**src/inc/aer_ue_defines.vh**
```
`ifndef AER_UE_DEFINES_VH
`define AER_UE_DEFINES_VH

// Configuration space offsets of the uncorrectable error group.
`define AER_UE_STATUS_OFS 12'h104
`define AER_UE_MASK_OFS 12'h108
`define AER_UE_SEV_OFS 12'h10C

// Field positions.
`define AER_UE_BIT_UNUSED0 0
`define AER_UE_BIT_LINK_PROTOCOL 4
`define AER_UE_BIT_SURPRISE_DOWN 5
`define AER_UE_BIT_POISONED 12
`define AER_UE_BIT_FLOW_CONTROL 13
`define AER_UE_BIT_COMPLETION_TIMEOUT 14
`define AER_UE_BIT_COMPLETER_ABORT 15
`define AER_UE_BIT_UNEXPECTED_COMPLETION 16
`define AER_UE_BIT_RECEIVER_OVERFLOW 17
`define AER_UE_BIT_MALFORMED 18
`define AER_UE_BIT_ECRC 19
`define AER_UE_BIT_UNSUPPORTED_REQUEST 20

// Bits that software may write in the mask and severity registers.
`define AER_UE_WRITABLE 32'h001F3031
// Bits that carry real error events.
`define AER_UE_EVENT_BITS 32'h001F3030

// Reset values.
`define AER_UE_MASK_RESET 32'h00000000
`define AER_UE_SEV_RESET 32'h00062030
`define AER_UE_STATUS_RESET 32'h00000000

`endif

```
**src/aer_sticky_field.v**
```verilog
`timescale 1ns/1ps
`include "aer_ue_defines.vh"

// Sticky read/write register; only the sticky reset returns it to default.
module aer_sticky_field #(
	parameter WIDTH = 32,
	parameter [WIDTH-1:0] RESET_VALUE = {WIDTH{1'b0}},
	parameter [WIDTH-1:0] WRITABLE = {WIDTH{1'b1}}
)(
	input wire clk,
	input wire sticky_nrst,
	input wire wr,
	input wire [WIDTH-1:0] lane_bits,
	input wire [WIDTH-1:0] wdata,
	output wire [WIDTH-1:0] q
);

	reg [WIDTH-1:0] value_reg;
	wire [WIDTH-1:0] take;

	assign take = lane_bits & WRITABLE;
	assign q = value_reg;

	genvar g;
	generate
		for (g = 0; g < WIDTH; g = g + 1)
		begin : bit_cell
			always @(posedge clk)
			begin
				if (!sticky_nrst)
					value_reg[g] <= RESET_VALUE[g];
				else if (wr && take[g])
					value_reg[g] <= wdata[g];
			end
		end
	endgenerate

endmodule

```
**src/aer_lowest_event.v**
```verilog
`timescale 1ns/1ps

// Finds the lowest-numbered set bit of a vector.
module aer_lowest_event #(
	parameter WIDTH = 32,
	parameter IDX_W = 5
)(
	input wire [WIDTH-1:0] vec,
	output reg any,
	output reg [IDX_W-1:0] idx
);

	integer i;

	always @*
	begin
		any = 1'b0;
		idx = {IDX_W{1'b0}};
		for (i = WIDTH - 1; i >= 0; i = i - 1)
		begin
			if (vec[i])
			begin
				any = 1'b1;
				idx = i[IDX_W-1:0];
			end
		end
	end

endmodule

```
**src/aer_uncorrectable_mask_severity.v**
```verilog
`timescale 1ns/1ps
`include "aer_ue_defines.vh"

// Operation
// - A set mask bit keeps the matching status bit from being logged.
// - Masked errors never enter the first-error log.
// - Masked errors never produce an error report upstream.
// - Mask bits 4 and 5 gate link-protocol and surprise-down errors, writable.
// - Mask bits 12 and 13 gate poisoned and flow-control errors, writable.
// - Mask bits 16 to 20 gate completion through unsupported-request errors.
// - Mask bit 14 is read-only zero.
// - Mask bit 15 is read-only zero.
// - Bit 0 of mask and severity is plain storage resetting to zero.
// - Severity only matters for unmasked events.
// - Unmasked event with severity one is reported fatal.
// - Unmasked event with severity zero is reported non-fatal.
// - Severity bits 4 and 5 are writable and reset to one.
// - Severity bit 13 is writable and resets to one.
// - Severity bit 12 is writable and resets to zero.
// - Severity bits 14 and 15 are read-only zero.
// - Status bits set on event, cleared by writing one.
module aer_uncorrectable_mask_severity #(
	parameter DATA_W = 32,
	parameter ADDR_W = 12
)(
	input wire clk,
	input wire nrst,
	input wire sticky_nrst,
	input wire [ADDR_W-1:0] cfg_addr,
	input wire cfg_wr,
	input wire cfg_rd,
	input wire [DATA_W-1:0] cfg_wdata,
	input wire [3:0] cfg_be,
	input wire [DATA_W-1:0] err_event,
	output reg [DATA_W-1:0] cfg_rdata,
	output reg cfg_ack,
	output reg report_fatal,
	output reg report_nonfatal,
	output reg first_err_valid,
	output reg [4:0] first_err_ptr
);

	// Expands byte enables to a bit mask.
	function [31:0] lane_expand;
		input [3:0] be;
		begin
			lane_expand = {{8{be[3]}}, {8{be[2]}}, {8{be[1]}}, {8{be[0]}}};
		end
	endfunction

	// True when the access addresses the given register.
	function hit;
		input [11:0] addr;
		input [11:0] ofs;
		begin
			hit = (addr[11:2] == ofs[11:2]);
		end
	endfunction

	localparam SEL_NONE = 2'b00;
	localparam SEL_STATUS = 2'b01;
	localparam SEL_MASK = 2'b10;
	localparam SEL_SEV = 2'b11;

	localparam LOG_EMPTY = 1'b0;
	localparam LOG_HELD = 1'b1;

	localparam [31:0] EVENT_MASK = `AER_UE_EVENT_BITS;
	localparam [31:0] STATUS_INIT = `AER_UE_STATUS_RESET;

	// Names the register that an access selects.
	function [1:0] reg_select;
		input [11:0] addr;
		begin
			if (hit(addr, `AER_UE_STATUS_OFS))
				reg_select = SEL_STATUS;
			else if (hit(addr, `AER_UE_MASK_OFS))
				reg_select = SEL_MASK;
			else if (hit(addr, `AER_UE_SEV_OFS))
				reg_select = SEL_SEV;
			else
				reg_select = SEL_NONE;
		end
	endfunction

	wire [31:0] lanes;
	wire [1:0] sel;
	wire mask_wr;
	wire sev_wr;
	wire status_wr;
	wire [31:0] mask_q;
	wire [31:0] sev_q;
	wire [31:0] status_view;
	wire [31:0] mask_view;
	wire [31:0] sev_view;
	wire [31:0] live;
	wire [31:0] clear_req;
	wire [31:0] status_next;
	wire [31:0] fatal_hits;
	wire [31:0] nonfatal_hits;
	wire live_any;
	wire [4:0] live_idx;
	reg [31:0] status_reg;
	reg [31:0] rdata_next;
	reg log_state_reg;
	reg log_state_next;
	reg [4:0] log_ptr_next;

	// Decodes the register selected by each access.
	assign lanes = lane_expand(cfg_be);
	assign sel = reg_select(cfg_addr);
	assign mask_wr = cfg_wr && (sel == SEL_MASK);
	assign sev_wr = cfg_wr && (sel == SEL_SEV);
	assign status_wr = cfg_wr && (sel == SEL_STATUS);
	assign clear_req = cfg_wdata & lanes & {32{status_wr}};

	// Writable set covers bits 0, 4, 5, 12, 13 and 16 to 20 only.
	aer_sticky_field #(
		.WIDTH(32),
		.RESET_VALUE(`AER_UE_MASK_RESET),
		.WRITABLE(`AER_UE_WRITABLE)
	) mask_field (
		.clk(clk),
		.sticky_nrst(sticky_nrst),
		.wr(mask_wr),
		.lane_bits(lanes),
		.wdata(cfg_wdata),
		.q(mask_q)
	);

	aer_sticky_field #(
		.WIDTH(32),
		.RESET_VALUE(`AER_UE_SEV_RESET),
		.WRITABLE(`AER_UE_WRITABLE)
	) sev_field (
		.clk(clk),
		.sticky_nrst(sticky_nrst),
		.wr(sev_wr),
		.lane_bits(lanes),
		.wdata(cfg_wdata),
		.q(sev_q)
	);

	// Exposes only the implemented bits on readback.
	assign status_view = status_reg & EVENT_MASK;
	assign mask_view = mask_q & `AER_UE_WRITABLE;
	assign sev_view = sev_q & `AER_UE_WRITABLE;

	genvar s;
	generate
		for (s = 0; s < 32; s = s + 1)
		begin : status_cell
			// Only real event bits that are not masked pass on.
			assign live[s] = err_event[s] & ~mask_q[s] &
				EVENT_MASK[s];
			assign fatal_hits[s] = live[s] & sev_q[s];
			assign nonfatal_hits[s] = live[s] & ~sev_q[s];
			// Set wins over a same-cycle write-one-to-clear.
			assign status_next[s] = live[s] |
				(status_reg[s] & ~clear_req[s]);
			always @(posedge clk)
			begin
				if (!sticky_nrst)
					status_reg[s] <= STATUS_INIT[s];
				else
					status_reg[s] <= status_next[s] & EVENT_MASK[s];
			end
		end
	endgenerate

	aer_lowest_event #(
		.WIDTH(32),
		.IDX_W(5)
	) first_pick (
		.vec(live),
		.any(live_any),
		.idx(live_idx)
	);

	// First-error log: captures the lowest live event while empty.
	always @*
	begin
		log_state_next = log_state_reg;
		log_ptr_next = first_err_ptr;
		case (log_state_reg)
			LOG_EMPTY:
			begin
				if (live_any)
				begin
					log_state_next = LOG_HELD;
					log_ptr_next = live_idx;
				end
			end
			LOG_HELD:
			begin
				// A cleared entry makes room for an event of this cycle.
				if (!status_next[first_err_ptr])
				begin
					if (live_any)
						log_ptr_next = live_idx;
					else
						log_state_next = LOG_EMPTY;
				end
			end
			default:
			begin
				log_state_next = LOG_EMPTY;
			end
		endcase
	end

	// Registers the log state and its visible copy.
	always @(posedge clk)
	begin
		if (!sticky_nrst)
		begin
			log_state_reg <= LOG_EMPTY;
			first_err_valid <= 1'b0;
			first_err_ptr <= 5'h00;
		end
		else
		begin
			log_state_reg <= log_state_next;
			first_err_valid <= (log_state_next == LOG_HELD);
			first_err_ptr <= log_ptr_next;
		end
	end

	// Pulses one report per cycle with a live fatal event.
	always @(posedge clk)
	begin
		if (!nrst)
		begin
			report_fatal <= 1'b0;
		end
		else
		begin
			report_fatal <= |fatal_hits;
		end
	end

	// Pulses one report per cycle with a live non-fatal event.
	always @(posedge clk)
	begin
		if (!nrst)
		begin
			report_nonfatal <= 1'b0;
		end
		else
		begin
			report_nonfatal <= |nonfatal_hits;
		end
	end

	// Selects the read data of the addressed register.
	always @*
	begin
		rdata_next = 32'h00000000;
		case (sel)
			SEL_STATUS:
			begin
				rdata_next = status_view;
			end
			SEL_MASK:
			begin
				rdata_next = mask_view;
			end
			SEL_SEV:
			begin
				rdata_next = sev_view;
			end
			default:
			begin
				rdata_next = 32'h00000000;
			end
		endcase
	end

	// Acknowledges every access one cycle after its strobe.
	always @(posedge clk)
	begin
		if (!nrst)
		begin
			cfg_ack <= 1'b0;
		end
		else
		begin
			cfg_ack <= cfg_rd | cfg_wr;
		end
	end

	// Holds the read data until the next read.
	always @(posedge clk)
	begin
		if (!nrst)
		begin
			cfg_rdata <= 32'h00000000;
		end
		else if (cfg_rd)
		begin
			cfg_rdata <= rdata_next;
		end
	end

endmodule

```
**config.mk**
```make
export PLATFORM = sky130hd
export DESIGN_NAME = aer_uncorrectable_mask_severity
export DESIGN_NICKNAME = d
export VERILOG_FILES = /design/src/aer_sticky_field.v /design/src/aer_lowest_event.v /design/src/aer_uncorrectable_mask_severity.v
export VERILOG_INCLUDE_DIRS = /design/src /design/src/inc
export SDC_FILE = /design/constraint.sdc
export NUM_CORES = 1
export LEC_CHECK = 0
export BUFFER_PORTS_ARGS = -buffer_cell sky130_fd_sc_hd__buf_2
export CORE_ASPECT_RATIO = 0.8
export CORE_MARGIN = 1
export CORE_UTILIZATION = 35
export CTS_BUF_LIST = sky130_fd_sc_hd__clkbuf_4 sky130_fd_sc_hd__clkbuf_8
export CTS_CLUSTER_SIZE = 28
export DETAILED_ROUTE_END_ITERATION = 12
export GPL_TIMING_DRIVEN = 0
export SLEW_MARGIN = 20
export SYNTH_ARGS = -nofsm -noshare
export SYNTH_HDL_FRONTEND = slang
export SYNTH_SLANG_ARGS = --single-unit
```
**constraint.sdc**
```tcl
create_clock -name clk -period 3 [get_ports clk]
set_clock_uncertainty 0.2 [all_clocks]
set_input_delay 0.15 -clock clk [delete_from_list [all_inputs] [get_ports clk]]
set_output_delay 0.15 -clock clk [all_outputs]
set_load 0.03 [all_outputs]
```
### Word-level counts from Yosys, hierarchy flattened

Cells that the tools add are included.

* register bits after elaboration: 70
* latch bits: 0
* bits in writable memories: 0
* memory bits (read-only): 0
* input bits: 85
* output and inout port bits: 41
* word-level logic and storage cells: 160
* memories: 0

* $add $sub $neg: 0
* multiply operators: 0
* divide/modulo/power cells: 0
* magnitude comparators: 1
* equality and inequality tests: 7
* shifts and indexed selects: 0
* multiplexer cells: 30
* bitwise gates (word level): 76
* reduce and logical (&&, ||, !) cells: 11

Operator list (count)
* $pmux 21 s3: 1
* $mux 5: 11
* $and 21x21->21: 2
* $and 1x1->1: 36
* $eq 10x7->1 const B: 3
* $not 1->1: 28
* $reduce_or 9->1: 2
* $mux 1: 12
* $or 1x1->1: 10
* $pmux 5 s2: 1
* $logic_and 1x1->1: 9
* $lt 5x6->1 const B: 1
* $mux 2: 3
* $bmux 1 s5: 1
* $eq 2x2->1 const B: 2
* $eq 2x1->1 const B: 1
* $ne 2x2->1 const B: 1
* $pmux 1 s2: 1

### Depth between registers and ports, before layout

* depth after elaboration: 14
* gate-level depth with buffers: 10
* depth with buffers taken out: 7

### Hierarchy

A second synthesis with hierarchy kept.

* cells, all modules: 443
* area total of the unflattened synthesis: 3434.5 um2

Modules (own cells, without submodules)
* aer_uncorrectable_mask_severity: times used 1, cells an instance 232, area an instance 1861.8 um2, sequential area each 560.5 um2
* aer_sticky_field at mask_field: times used 1, cells an instance 76, area an instance 608.1 um2, sequential area each 200.2 um2
* aer_sticky_field at sev_field: times used 1, cells an instance 70, area an instance 594.3 um2, sequential area each 200.2 um2
* aer_lowest_event: times used 1, cells an instance 65, area an instance 370.4 um2, sequential area each 0.0 um2

### Worst setup path before layout

OpenSTA, ideal clock, no wires.

* path type: input to register
* from: input port cfg_addr[9]
* to: register first_err_ptr[1]
* setup time: 0.072 ns
* arrival time: 2.076 ns
* required time: 2.728 ns
* path slack: 0.652 ns
* stages on the path: 8
* buffers on the path: 1
* cell sequence: nor4b_4 > nand4_1 > a2111oi_1 > o41ai_1 > and4_4 > buf_6 > or4_1 > a21oi_1

* cells in the longest elaborated chain, start to end: 13
* elaborated cells between the ends (all ways): 39
* classes of those cells: eq/ne (5); mux (5); bitwise (28); reduce/logical (1)

Ends and longest elaborated chain
* start, declared: RTL line aer_uncorrectable_mask_severity.v:29 `input wire [ADDR_W-1:0] cfg_addr,`
* $eq 10x7->1: RTL line aer_uncorrectable_mask_severity.v:56 `hit = (addr[11:2] == ofs[11:2]);`
* $mux 2: RTL line aer_uncorrectable_mask_severity.v:79 `` else if (hit(addr, `AER_UE_SEV_OFS)) ``
* $mux 2: RTL line aer_uncorrectable_mask_severity.v:77 `` else if (hit(addr, `AER_UE_MASK_OFS)) ``
* $mux 2 (*): RTL line aer_uncorrectable_mask_severity.v:75 `` if (hit(addr, `AER_UE_STATUS_OFS)) ``
* $eq 2x1->1 (*): RTL line aer_uncorrectable_mask_severity.v:114 `assign status_wr = cfg_wr && (sel == SEL_STATUS);`
* $logic_and 1x1->1 (*): RTL line aer_uncorrectable_mask_severity.v:114
* $and 21x21->21 (*): RTL line aer_uncorrectable_mask_severity.v:115 `assign clear_req = cfg_wdata & lanes & {32{status_wr}};`
* $not 1->1: RTL line aer_uncorrectable_mask_severity.v:160 `(status_reg[s] & ~clear_req[s]);`
* $and 1x1->1: RTL line aer_uncorrectable_mask_severity.v:160
* $or 1x1->1: RTL line aer_uncorrectable_mask_severity.v:159 `assign status_next[s] = live[s] |`
* $bmux 1 s5 (*): RTL line aer_uncorrectable_mask_severity.v:197 `if (!status_next[first_err_ptr])`
* $mux 1 (not written as such) (*): RTL line aer_uncorrectable_mask_severity.v:197
* $ne 2x2->1 (no line) (*)
* end signal, assigned: RTL line aer_uncorrectable_mask_severity.v:225 `first_err_ptr <= log_ptr_next;`
* end, declared: RTL line aer_uncorrectable_mask_severity.v:40 `output reg [4:0] first_err_ptr`

Every way passes the cells marked *; elsewhere a longest branch is shown, timed or not. The select of a mux whose other input is x is not followed.
A chain may end at the register's enable or synchronous reset.

### Worst setup path in the final report

Same ends and word-level chain as after synthesis.

==> results.txt <==
- The flow ran to the end, and the final reports show no timing, DRC or antenna violations.
- The die covers 7896 um^2.
- Count of buffer and inverter cells on the critical path: 2
* Input/output buffers: 52
- The count of endpoints failing hold in the final timing report is 0.
- Overall track demand over capacity in global routing: 0.2154
- Slew Limit Headroom: 0.4941
- Number of enable flip-flop cells after synthesis: 0
- Die outline width: 99.10 um
* DR DRC count: 0
* Count of clock tree sinks: 48
- Post-Syn Instances: 317
* Post-CTS clock slew at the launch and capture registers of the worst setup and hold paths: 0.09 ns
- H-tree depth: 2
- For this run, the register share of the synthesized area comes to 0.3640.
- HPWL after detailed placement: 6254 um
- Number of register bits inferred by synthesis: 48
* Number of warnings reported in the yosys synthesis log: 0
* Unrepaired setup endpoints after global routing: no
- First-pass GRT wire length: 12,890 um
* Setup fix buffers added after clock tree synthesis: 0
- Dividing total power by cell area gives a power density of 443.2 nW/um^2.
- The slowest stage of the critical path is the nor4b_4 cell.
- The most used flip-flop cell after synthesis is dfxtp_1.
- Path type of the worst min-delay path: primary input to flop
- For met3 alone, demand over resource in global routing was 0.04816.
- Post-Route Hold Slack: 0.01687 ns
- Fraction of final layout cells with drive strength greater than 1: 0.2328
- Latest clock arrival within the worst-skew pair: 0.31 ns
- Core ar.: 7094 um^2
- Diodes inserted: 0
- Pre-antenna DRT Iters: 5
- Congestion Overflow GR: 0
- Synth-to-layout area growth: 26.02%
* Detailed Route WL: 7990 um
- For the worst setup path, the data required time is 3.03 ns.
- After synthesis, the netlist uses 50 different library cells.
- Row cnt: 27
- Starting density of the core: 0.3721
- Element type at the critical path start: primary input
* CTS tree: yes
- Adding up every negative setup slack in the final design gives 0 ns.
* Share of the clock period used by the worst path after layout: 0.8771
- Most frequent cells in the layout: buf_2, dfxtp_1, nor2_1
* Filler cell count in the final layout: 715
* Cell family with the largest share of critical-path delay: simple AND/OR/NAND/NOR gates
- Once detail routing completed, the nets flagged for antenna violations numbered 0.
- Y dimension of the die: 79.68 um
- Summing every instance area after synthesis gives 2640 um^2.
- Summing over every cut layer, the via total after detailed routing is 2,659.
- Cts bufs inserted: 5
- Met1 Use GR: 0.3081
* I/O pin count: 126
- Crit path arrival time: 2.66 ns
* Met2 Usage GRT: 0.3259
* Final layout net count: 493
- The number of slew-limit violations in the final report was 0.
* Reported leakage power: 1.450 nW
- Worst Path Class, Setup: primary input to flop
- Pin count of the biggest net entering global routing: 15
- The initial antenna violation count came to 0.
- Across the VDD grid, the largest voltage drop is 0.0001677 V.
* Delay contributed by the slowest stage of the critical path: 0.59 ns
* Global placement routability congestion: 0.9087
* Least-Margin Pin Slew: 0.7580 ns
* Maximum number of buffers from clock root to sink: 2
- The number of global-route vias before repair was 2,403.
- Async set-or-reset flop fraction in the synthesized netlist: 0
* Routed WL per cell: 16.14 um
- The tree is rooted in a clkbuf_8.
* Critical path endpoint category: flop
* Final setup violating endpoints: 0
* Most used routing layer: met2
- In this run the worst path has a maximum fanout of 10.
- The tool flagged a number of max-cap violations equal to 0.
- Initial drt markers: 243
- Sequence of cells on the critical path: buf_2, nor4b_4, nand2_2, o32ai_1, a31oi_1, and4_4, buf_6, or4_1, a21oi_1
- Leading cell type in the layout, fill and taps excluded: buf_2
- For this run, the top clock speed supported by timing is 380.0 MHz.
- Clock period minus worst slack: 2.631 ns
* Average instance area after synthesis: 8.328 um^2
* Vias per Instance: 5.372
routing by layer:
metal | up-vias | share of wire
met5 | - | 0
met4 | 0 | 0.011
met3 | 13 | 0.098
met2 | 146 | 0.42
met1 | 1231 | 0.47
li1 | 1269 | -
per-stage QoR:
step	instance area [um^2]	setup slack, ns	util	total power (W)	cells
3_5_place_dp	3088	0.1171	0.4353	0.0009259	477
6_report	3327	0.3686	0.4690	0.001474	495
5_1_grt	3327	0.1892	0.4690	0.001546	495
3_3_place_gp	3088	0.1649	0.4353	0.0009239	477
4_1_cts	3327	0.4281	0.4690	0.001483	495
2_1_floorplan	2719	0.6516	-	0.0008476	338
worst min-delay path: stages:
cell and delay, ns:
buf_2 0.11, o22ai_1 0.08, and2_1 0.15
path summary, 6_finish.rpt:
kind               startpoint  slack [ns]          endpoint  cells past startpoint
max               cfg_addr[9]        0.37  first_err_ptr[1]                      9
min                    cfg_rd        0.02     cfg_rdata[19]                      3
max reg2reg  mask_field.q[13]        0.48  first_err_ptr[1]                      8
min reg2reg      cfg_rdata[0]        0.29      cfg_rdata[0]                      1
synth_stat cells (all sizes together) (2+ instances only):
master | instances | area [um^2]
o22ai | 13 | 81.33
or4 | 2 | 15.01
and4b | 2 | 20.02
o221ai | 3 | 26.28
o221a | 2 | 22.52
nor3 | 2 | 10.01
nand4 | 3 | 18.77
nand3 | 15 | 75.07
mux2i | 14 | 140.1
a22oi | 12 | 90.09
and3 | 5 | 31.28
inv | 15 | 56.30
nand2 | 23 | 88.84
dfxtp | 48 | 960.9
mux2 | 6 | 67.56
o21bai | 2 | 15.01
o21a | 2 | 15.01
nand2b | 8 | 50.05
nor2b | 12 | 75.07
buf | 24 | 181.4
clkbuf | 13 | 48.80
nor2 | 28 | 105.1
a21oi | 14 | 70.07
and2 | 13 | 81.33
a41oi | 3 | 26.28
o41ai | 2 | 17.52
o21ai | 11 | 55.05
layout make-up:
class | count | area, um^2 | area share
buffer | 37 | 230.2 | 0.06920
clock buffer | 5 | 68.82 | 0.02068
clock inverter | 2 | 60.06 | 0.01805
inverter | 16 | 60.06 | 0.01805
multi-input combinational | 237 | 1468 | 0.4411
sequential | 48 | 960.9 | 0.2888
tap | 87 | 108.9 | 0.03272
timing repair buffer | 63 | 370.4 | 0.1113
report_power, final:
group          internal [W]  total [W]  switching [W]
Combinational      0.000100   0.000259       0.000159
Sequential         0.000653   0.000666      0.0000127
Clock              0.000328   0.000550       0.000221
timing repair:
item / in CTS / in global routing
hold buffers: 11 / 0
resized for setup: 0 / 0
hold endpoints to repair: 23 / 0
cells by family (layout without fill, tap and decap cells):
family | count (synthesis) | after routing | synth area share
mux | 20 | 20 | 0.07867
simple gates | 118 | 118 | 0.2427
flops | 48 | 48 | 0.3640
other cells | 1 | 22 | 0.001420
buf+inv | 53 | 123 | 0.1099
compound gates | 77 | 77 | 0.2033
No activity file was read; power rests on OpenSTA's default activity.
